==> src/core/eifl_cfg.svh <==
// Constants for the maskable request and flag logic
//------------------------------------------------------------
// Notes on behaviour
// - Request pin is low-level sensed when edge select is 0, falling-edge when 1.
// - Edge select accepts one write only, within 64 clocks after reset.
// - Reset clears edge select, giving low-level wired-OR operation.
// - An event sets its flag; set and enabled flag holds a steady request.
// - Request stays until the flag is cleared, then it is withdrawn.
// - Falling-edge mode latches a request on a high-to-low pin transition.
// - Falling-edge mode stores only that an edge occurred, not its source.
// - No new edge is seen while the pin is already held low.
// - Request pin and strobe A handshake source share one vector.
// - Expanded modes hand the 18 handshake pins to the expansion bus.
// - Expanded modes decode handshake register addresses as external accesses.
// - Each maskable source but the request pin has its own flag and enable; enable gates its request.
// - Global mask set inhibits every maskable request.
// - Timer flags clear only on writing 1; writing 0 leaves them.
// - Receive-full clears on status read while set, then data read.
// - Read phase of the clear instruction counts as a register read.
// - Three capture pins are edge inputs, own edge select and vector.
// - Strobe A is an edge interrupt input in single-chip mode only.
// - Pulse accumulator pin is an extra edge-sensitive source.
// - A separate non-maskable request pin exists beside the maskable one.
// - Masked requests still become pending and are served after unmask.
//------------------------------------------------------------
`ifndef EIFL_CFG_SVH
`define EIFL_CFG_SVH

`define EIFL_OPT_WINDOW_CYC 7'h40
`define EIFL_CNT_W          7
`define EIFL_OPT_RST        1'b0
`define EIFL_HS_PIN_CNT     18
`define EIFL_HS_BASE        16'h0020
`define EIFL_HS_LAST        16'h0027
`define EIFL_SCI_STAT_ADDR  16'h0010
`define EIFL_SCI_DATA_ADDR  16'h0011
`define EIFL_TMR_W          8
`define EIFL_TMR_RST        8'h00
`define EIFL_TF_IC_LSB      0
`define EIFL_TF_PAI         3
`define EIFL_TF_GEN_LSB     4
`define EIFL_ESEL_OFF       2'h0
`define EIFL_ESEL_RISE      2'h1
`define EIFL_ESEL_FALL      2'h2
`define EIFL_ESEL_BOTH      2'h3

`endif

==> src/core/eifl_pkg.sv <==
// Types for the maskable request and flag logic
package eifl_pkg;

    typedef logic [1:0] eifl_esel_t;

    typedef enum logic {
        OPT_OPEN,
        OPT_LOCKED
    } eifl_opt_st_t;

    typedef struct packed {
        logic [15:0] addr;
        logic        rd;
        logic        wr;
    } eifl_acc_t;

    typedef struct packed {
        logic       shared;
        logic [2:0] ic;
        logic       pai;
        logic [3:0] tgen;
        logic       serial_comm_iface;
    } eifl_req_t;

endpackage : eifl_pkg

==> src/core/eifl_edge_det.sv <==
// Selectable edge detector for one synchronous pin
`timescale 1ns/1ps
`include "eifl_cfg.svh"

module eifl_edge_det
    import eifl_pkg::*;
(
    input  wire logic       clk,
    input  wire logic       rst_n,
    input  wire logic       pin,
    input  wire eifl_esel_t sel,
    output logic            evt_q
);

    logic prev_q;
    logic armed_q;
    wire  rise_w = pin & ~prev_q;
    wire  fall_w = ~pin & prev_q;
    // First cycle after reset only loads the pin history, so an idle-high pin gives no false edge
    wire  evt_d  = armed_q & (((sel == `EIFL_ESEL_RISE) & rise_w)
                 | ((sel == `EIFL_ESEL_FALL) & fall_w)
                 | ((sel == `EIFL_ESEL_BOTH) & (rise_w | fall_w)));

    always_ff @(posedge clk or negedge rst_n) begin
        if (!rst_n) begin
            prev_q  <= 1'b0;
            armed_q <= 1'b0;
            evt_q   <= 1'b0;
        end else begin
            prev_q  <= pin;
            armed_q <= 1'b1;
            evt_q   <= evt_d;
        end
    end
endmodule : eifl_edge_det

==> src/core/eifl_top.sv <==
// Maskable request pin, edge inputs and per-source flag logic
`timescale 1ns/1ps
`include "eifl_cfg.svh"

module eifl_top
    import eifl_pkg::*;
(
    input  wire logic                       clk,
    input  wire logic                       rst_n,
    input  wire logic                       irq_pin_n,
    input  wire logic                       nonmaskable_request_pin_n,
    input  wire logic                       edge_select_wr,
    input  wire logic                       edge_select_wdata,
    output logic                            edge_select_bit_q,
    input  wire logic                       i_mask,
    input  wire logic                       irq_taken,
    input  wire logic                       expanded_mode,
    input  wire eifl_acc_t                  cpu_acc,
    output logic [`EIFL_HS_PIN_CNT-1:0]     hs_pin_bus_q,
    output logic                            hs_ext_access_q,
    input  wire logic [2:0]                 input_capture_pins,
    input  wire eifl_esel_t [2:0]           ic_edge_sel,
    input  wire logic                       pai_pin,
    input  wire eifl_esel_t                 pai_edge_sel,
    input  wire logic                       strobe_a_pin,
    input  wire eifl_esel_t                 stra_edge_sel,
    input  wire logic                       stra_ie,
    input  wire logic                       stra_clr,
    output logic                            stra_flag_q,
    input  wire logic [3:0]                 timer_evt,
    input  wire logic [`EIFL_TMR_W-1:0]     tmr_ie,
    input  wire logic                       tmr_clr_wr,
    input  wire logic [`EIFL_TMR_W-1:0]     tmr_clr_data,
    output logic [`EIFL_TMR_W-1:0]          tmr_flags_q,
    input  wire logic                       rx_event,
    input  wire logic                       rx_ie,
    output logic                            rx_full_flag_q,
    output eifl_req_t                       req_q,
    output logic                            cpu_int_q,
    output logic                            nmi_req_q
);

    //------------------------------------------------------------
    // Reset release
    //------------------------------------------------------------
    logic rst_s1_q;
    logic rst_sn;

    always_ff @(posedge clk or negedge rst_n) begin
        if (!rst_n) begin
            rst_s1_q <= 1'b0;
            rst_sn   <= 1'b0;
        end else begin
            rst_s1_q <= 1'b1;
            rst_sn   <= rst_s1_q;
        end
    end

    //------------------------------------------------------------
    // Time-protected edge select option
    //------------------------------------------------------------
    eifl_opt_st_t           opt_st_q;
    eifl_opt_st_t           opt_st_d;
    logic [`EIFL_CNT_W-1:0] opt_cnt_q;
    logic                   edge_sel_d;

    wire opt_open_w = (opt_st_q == OPT_OPEN);
    wire opt_last_w = (opt_cnt_q == `EIFL_OPT_WINDOW_CYC - 7'h01);
    wire opt_take_w = opt_open_w & edge_select_wr;

    always_comb begin
        opt_st_d   = opt_st_q;
        edge_sel_d = edge_select_bit_q;
        case (opt_st_q)
            OPT_OPEN: begin
                if (opt_take_w) begin
                    edge_sel_d = edge_select_wdata;
                    opt_st_d   = OPT_LOCKED;
                end else if (opt_last_w) begin
                    opt_st_d   = OPT_LOCKED;
                end
            end
            OPT_LOCKED: begin
                opt_st_d = OPT_LOCKED;
            end
            default: begin
                opt_st_d = OPT_LOCKED;
            end
        endcase
    end

    always_ff @(posedge clk or negedge rst_sn) begin
        if (!rst_sn) begin
            opt_st_q          <= OPT_OPEN;
            opt_cnt_q         <= '0;
            edge_select_bit_q <= `EIFL_OPT_RST;
        end else begin
            opt_st_q          <= opt_st_d;
            opt_cnt_q         <= opt_open_w ? opt_cnt_q + 7'h01 : opt_cnt_q;
            edge_select_bit_q <= edge_sel_d;
        end
    end

    //------------------------------------------------------------
    // External request pin
    //------------------------------------------------------------
    logic pin_s1_q;
    logic pin_s2_q;
    logic pin_prev_q;
    logic edge_lat_q;

    wire pin_fall_w = pin_prev_q & ~pin_s2_q;
    // Set wins over the vector-taken clear
    wire edge_lat_d = edge_select_bit_q & (pin_fall_w | (edge_lat_q & ~irq_taken));
    // Level mode follows the pin; edge mode only keeps the occurrence
    wire ext_req_w  = edge_select_bit_q ? edge_lat_q : ~pin_s2_q;

    always_ff @(posedge clk or negedge rst_sn) begin
        if (!rst_sn) begin
            pin_s1_q   <= 1'b1;
            pin_s2_q   <= 1'b1;
            pin_prev_q <= 1'b1;
            edge_lat_q <= 1'b0;
        end else begin
            pin_s1_q   <= irq_pin_n;
            pin_s2_q   <= pin_s1_q;
            pin_prev_q <= pin_s2_q;
            edge_lat_q <= edge_lat_d;
        end
    end

    //------------------------------------------------------------
    // Edge-sensitive pins
    //------------------------------------------------------------
    logic [2:0] ic_evt;
    logic       pai_evt;
    logic       stra_evt;

    genvar gi;
    generate
        for (gi = 0; gi < 3; gi++) begin : g_ic
            eifl_edge_det u_ic (
                .clk   (clk),
                .rst_n (rst_sn),
                .pin   (input_capture_pins[gi]),
                .sel   (ic_edge_sel[gi]),
                .evt_q (ic_evt[gi])
            );
        end
    endgenerate

    eifl_edge_det u_pai (
        .clk   (clk),
        .rst_n (rst_sn),
        .pin   (pai_pin),
        .sel   (pai_edge_sel),
        .evt_q (pai_evt)
    );

    eifl_edge_det u_stra (
        .clk   (clk),
        .rst_n (rst_sn),
        .pin   (strobe_a_pin),
        .sel   (stra_edge_sel),
        .evt_q (stra_evt)
    );

    //------------------------------------------------------------
    // Strobe A handshake flag
    //------------------------------------------------------------
    wire stra_set_w  = stra_evt & ~expanded_mode;
    wire stra_flag_d = stra_set_w | (stra_flag_q & ~stra_clr);

    always_ff @(posedge clk or negedge rst_sn) begin
        if (!rst_sn) begin
            stra_flag_q <= 1'b0;
        end else begin
            stra_flag_q <= stra_flag_d;
        end
    end

    //------------------------------------------------------------
    // Timer flags, write one to clear
    //------------------------------------------------------------
    wire [`EIFL_TMR_W-1:0] tmr_set_w = {timer_evt, pai_evt, ic_evt};
    wire [`EIFL_TMR_W-1:0] tmr_clr_w = tmr_clr_wr ? tmr_clr_data : `EIFL_TMR_RST;
    // New events win over a clear in the same cycle
    wire [`EIFL_TMR_W-1:0] tmr_d     = (tmr_flags_q & ~tmr_clr_w) | tmr_set_w;

    always_ff @(posedge clk or negedge rst_sn) begin
        if (!rst_sn) begin
            tmr_flags_q <= `EIFL_TMR_RST;
        end else begin
            tmr_flags_q <= tmr_d;
        end
    end

    //------------------------------------------------------------
    // Serial receive-full flag, two-step read clear
    //------------------------------------------------------------
    // Any read strobe counts, including the read phase of a clear instruction
    wire stat_rd_w = cpu_acc.rd & (cpu_acc.addr == `EIFL_SCI_STAT_ADDR);
    wire data_rd_w = cpu_acc.rd & (cpu_acc.addr == `EIFL_SCI_DATA_ADDR);
    logic rx_arm_q;

    wire rx_clr_w  = rx_arm_q & data_rd_w;
    wire rx_flag_d = rx_event | (rx_full_flag_q & ~rx_clr_w);
    wire rx_arm_d  = (stat_rd_w & rx_full_flag_q) | (rx_arm_q & ~data_rd_w);

    always_ff @(posedge clk or negedge rst_sn) begin
        if (!rst_sn) begin
            rx_full_flag_q <= 1'b0;
            rx_arm_q       <= 1'b0;
        end else begin
            rx_full_flag_q <= rx_flag_d;
            rx_arm_q       <= rx_arm_d;
        end
    end

    //------------------------------------------------------------
    // Per-source requests and global mask
    //------------------------------------------------------------
    eifl_req_t req_d;

    // Shared vector: request pin and strobe A handshake
    assign req_d.shared = ext_req_w | (stra_flag_q & stra_ie);
    assign req_d.ic     = tmr_flags_q[`EIFL_TF_IC_LSB +: 3] & tmr_ie[`EIFL_TF_IC_LSB +: 3];
    assign req_d.pai    = tmr_flags_q[`EIFL_TF_PAI] & tmr_ie[`EIFL_TF_PAI];
    assign req_d.tgen   = tmr_flags_q[`EIFL_TF_GEN_LSB +: 4] & tmr_ie[`EIFL_TF_GEN_LSB +: 4];
    assign req_d.serial_comm_iface    = rx_full_flag_q & rx_ie;

    // Requests stay pending under the mask; only the CPU line is gated
    wire int_d = (|req_d) & ~i_mask;

    always_ff @(posedge clk or negedge rst_sn) begin
        if (!rst_sn) begin
            req_q     <= '0;
            cpu_int_q <= 1'b0;
            nmi_req_q <= 1'b0;
        end else begin
            req_q     <= req_d;
            cpu_int_q <= int_d;
            nmi_req_q <= ~nonmaskable_request_pin_n;
        end
    end

    //------------------------------------------------------------
    // Expanded mode pin hand-over and address decode
    //------------------------------------------------------------
    wire hs_hit_w = (cpu_acc.addr >= `EIFL_HS_BASE) & (cpu_acc.addr <= `EIFL_HS_LAST);
    wire hs_ext_d = expanded_mode & (cpu_acc.rd | cpu_acc.wr) & hs_hit_w;
    wire [`EIFL_HS_PIN_CNT-1:0] hs_pin_d = {`EIFL_HS_PIN_CNT{expanded_mode}};

    always_ff @(posedge clk or negedge rst_sn) begin
        if (!rst_sn) begin
            hs_pin_bus_q    <= '0;
            hs_ext_access_q <= 1'b0;
        end else begin
            hs_pin_bus_q    <= hs_pin_d;
            hs_ext_access_q <= hs_ext_d;
        end
    end
endmodule : eifl_top

==> config.mk <==
export PLATFORM = sky130hd
export DESIGN_NAME = eifl_top
export DESIGN_NICKNAME = d
export VERILOG_FILES = /design/src/core/eifl_pkg.sv /design/src/core/eifl_edge_det.sv /design/src/core/eifl_top.sv
export VERILOG_INCLUDE_DIRS = /design/src /design/src/core
export SDC_FILE = /design/constraint.sdc
export NUM_CORES = 1
export LEC_CHECK = 0
export ABC_AREA = 1
export BUFFER_PORTS_ARGS = -buffer_cell sky130_fd_sc_hd__buf_2
export CORE_MARGIN = 1.5
export CORE_UTILIZATION = 45
export CTS_BUF_LIST = sky130_fd_sc_hd__clkbuf_4 sky130_fd_sc_hd__clkbuf_8 sky130_fd_sc_hd__clkbuf_16
export CTS_CLUSTER_SIZE = 14
export DETAILED_ROUTE_END_ITERATION = 7
export HOLD_SLACK_MARGIN = 0.12
export MAX_ROUTING_LAYER = met4
export PLACE_DENSITY = 0.78
export SLEW_MARGIN = 15
export SYNTH_ARGS = -nofsm -noshare
export SYNTH_HDL_FRONTEND = slang
export SYNTH_SLANG_ARGS = --single-unit
==> constraint.sdc <==
create_clock -name clk -period 4.25 [get_ports clk]
set_input_delay 0.85 -clock clk [delete_from_list [all_inputs] [get_ports clk]]
set_output_delay 0.85 -clock clk [all_outputs]
set_load 0.01 [all_outputs]
==> flow_summary.yaml <==
setup_path:
  slowest_stage: "dfrtp_1"
  crit_path_cell_trace: "buf_2"
  crit_fanout: 18
  required_ns: 3.40
  cp.depth: 1
  cp_top_family: "flip-flops"
  r2r_slack_ns: 3.10
  start_kind: "register"
  r2r-start: "pin_s2_q"
  r2r_cells: 5
  max_stage_delay_ns: 0.55
  cp-end-kind: "primary output"
  setup.worst_path.class: "reg2out"
  regToRegEndpoint: "cpu_int_q"
  arrival_ns: 1.05
  critPathLaunch: "hs_pin_bus_q[0]"
  critPathBufInv: 1
clock_network:
  cts_resized: 0
  cts_max_path_buffers: 2
  cts_root_buf: "clkbuf_8"
  clk_latency_ns: 0.30
  cts_buffers: 5
  ctsHtreeMaxLevel: 2
  post_cts_buffers: 0
  hold_buffers: 0
  cts_sinks: 51
  cts_tree: "yes"
  path_clk_slew_ns: 0.09
placement:
  place.gp.congestion: 0.7889
  hpwl_um: 3368
  placed_cells_incl_taps: 383
  port_buffers: 108
  place_area_um2: 2741
  dp_slack_ns: 2.573
global_route:
  antenna_found_initial: 0
  grt_max_degree: 50
  grt_pass1_vias: 1625
  grt_usage_pct: 17.14
  grt_overflow_total: 0
  grt_pass1_wl_um: 6693
synth:
  ys_seq_area_share_pct: 57.02
  yosys_warnings: 0
  syn-instance-count: 225
  ys_ff_latch: 51
  synth_cell_types: 26
  synth_area_um2: 2245
  synthArstFlopShare_pct: 100.0
  synthFlopType: "dfrtp_1"
  synth.avg_cell_area_um2: 9.976
  synth_edf_count: 0
detailed_routing:
  drc_errors: 0
  num_vias: 1756
  antenna_left: 0
  drt_iter0_markers: 74
  drt-pass1-iter-count: 4
  avgViaCountPerCell: 4.491
  totalWireLength_um: 4217
  wl_per_cell_um: 10.79
floorplan:
  pin_count: 109
  dieArea_um2: 5421
  dieHeight_um: 73.63
  std_cell_rows: 25
  start_util_pct: 47.21
  coreArea_um2: 4755
  die_w_um: 73.63
timing:
  min_period_over_period_pct: 44.70
  maxSlewViolCount: 0
  rsz0062_at_grt: "false"
  finalSetupViolCount: 0
  hold_violations: 0
  fmax_ghz: 0.5263
  finalWorstSetupSlack_ns: 2.350
  tns_ns: 0
  period_minus_slack_ns: 1.900
  clock_skew_ns: 0.005024
  maxSlewHeadroom_pct: 59.10
  tightestPinTransition_ns: 0.6136
pwr:
  power.density_nw_per_um2: 347.9
  power_leakage_uw: 0.001660
  total_power_uw: 995.5
  max-vdd-ir-drop_v: 0.0002398
finish:
  nFillCells: 425
  synthToLayoutAreaGrowth_pct: 27.48
  finalNonFillerCells: 391
  seqCellArea_um2: 1284
  n_antenna_cell: 0
  nNetsFinal: 401
  multiInputGateArea_um2: 704.4
  drive_gt1_share_pct: 39.51
  finalInstanceArea_um2: 2861
hold_path:
  min_path_type: "in2async"
outcome:
  status: "finished, final reports clean"
job:
  maxCapViolations: 0
kinds of logic (layout without fill, tap and decap cells):
family / after synthesis / in the layout / synth area share [%]
simple gates: 78 / 78 / 14.83
buf+inv: 53 / 151 / 11.76
flops: 51 / 51 / 57.02
compound gates: 24 / 24 / 7.079
fa+ha+maj: 11 / 11 / 6.131
xor+xnor: 6 / 6 / 2.342
other cells: 1 / 2 / 0.1671
mux: 1 / 1 / 0.6687
power by group:
part	switching [µW]	internal, µW	total (µW)
clock	152	190	342
sequential	22.0	512	534
combinational	60.1	58.9	119
total	234	762	996
worst max-delay path by stage:
stage	endpoint
floorplan	hs_pin_bus_q[10]
global placement	cpu_int_q
detailed placement	rx_full_flag_q
CTS	hs_pin_bus_q[0]
global route	hs_pin_bus_q[0]
finish	hs_pin_bus_q[3]
synth_stat cells (all sizes together), types with 2 or more instances:
cell type	n	area, µm²
dfrtp	48	1201
nor3	2	10.01
nor2	20	80.07
inv	35	131.4
xor2	3	26.28
nand4	5	37.53
a21o	8	60.06
o211ai	7	52.55
buf	18	132.6
xnor2	3	26.28
o21ai	3	15.01
dfstp	3	78.83
ha	11	137.6
a21oi	5	25.02
nand3	7	35.03
nand2	43	163.9
flip-flops by register name, summed over array words and instances (netlist names), 3 cells and up:
signal            flops
g_ic.u_ic.prev_q      3
opt_cnt_q             7
g_ic.u_ic.evt_q       3
req_q                10
tmr_flags_q           8
metrics by stage:
stage | hold WS [ns] | utilization [%]
2_1_floorplan | 0.3312 | -
3_3_place_gp | 0.3361 | 57.66
3_5_place_dp | 0.3378 | 57.66
4_1_cts | 0.2995 | 60.13
5_1_grt | 0.2962 | 60.18
6_report | 0.3126 | 60.18
layer usage:
metal / vias up / routed length, µm / global-route usage (%)
met5: - / 0 / -
met4: 0 / 108 / 8.025
met3: 10 / 363 / 5.487
met2: 82 / 2063 / 27.03
met1: 781 / 1681 / 19.89
li1: 883 / - / -
cell usage in the layout (no fill, tap or decap):
cell       netlist  final
o211ai_1         7      7
nand2_2          1      1
a21o_1           8      8
dfstp_2          3      3
dfrtp_1         48     47
or2_2            1      1
nand2_1         42     42
o21ai_0          2      2
nand4_1          4      4
buf_2            1    108
inv_2            2      2
conb_1           1      2
nor3_1           2      2
o22ai_1          1      1
ha_1            11     11
bufinv_16        0      1
nor2_1          18     18
a21oi_1          5      5
inv_1           33     33
xnor2_1          3      3
nand3_1          7      7
nor2_2           2      2
dfrtp_4          0      1
clkbuf_8         0      6
xor2_1           3      3
nand4_2          1      1
o21ai_1          1      1
mux2_4           1      1
clkinv_2         0      1
layout make-up:
cell class	count	area share (%)
Timing Repair Buffer	108	18.89
Clock inverter	2	1.224
Inverter	35	4.591
Clock buffer	6	2.886
Multi-Input combinational cell	122	24.62
Sequential cell	51	44.86
Tap cell	67	2.930
Note: power is estimated with default switching activity, not from simulation.
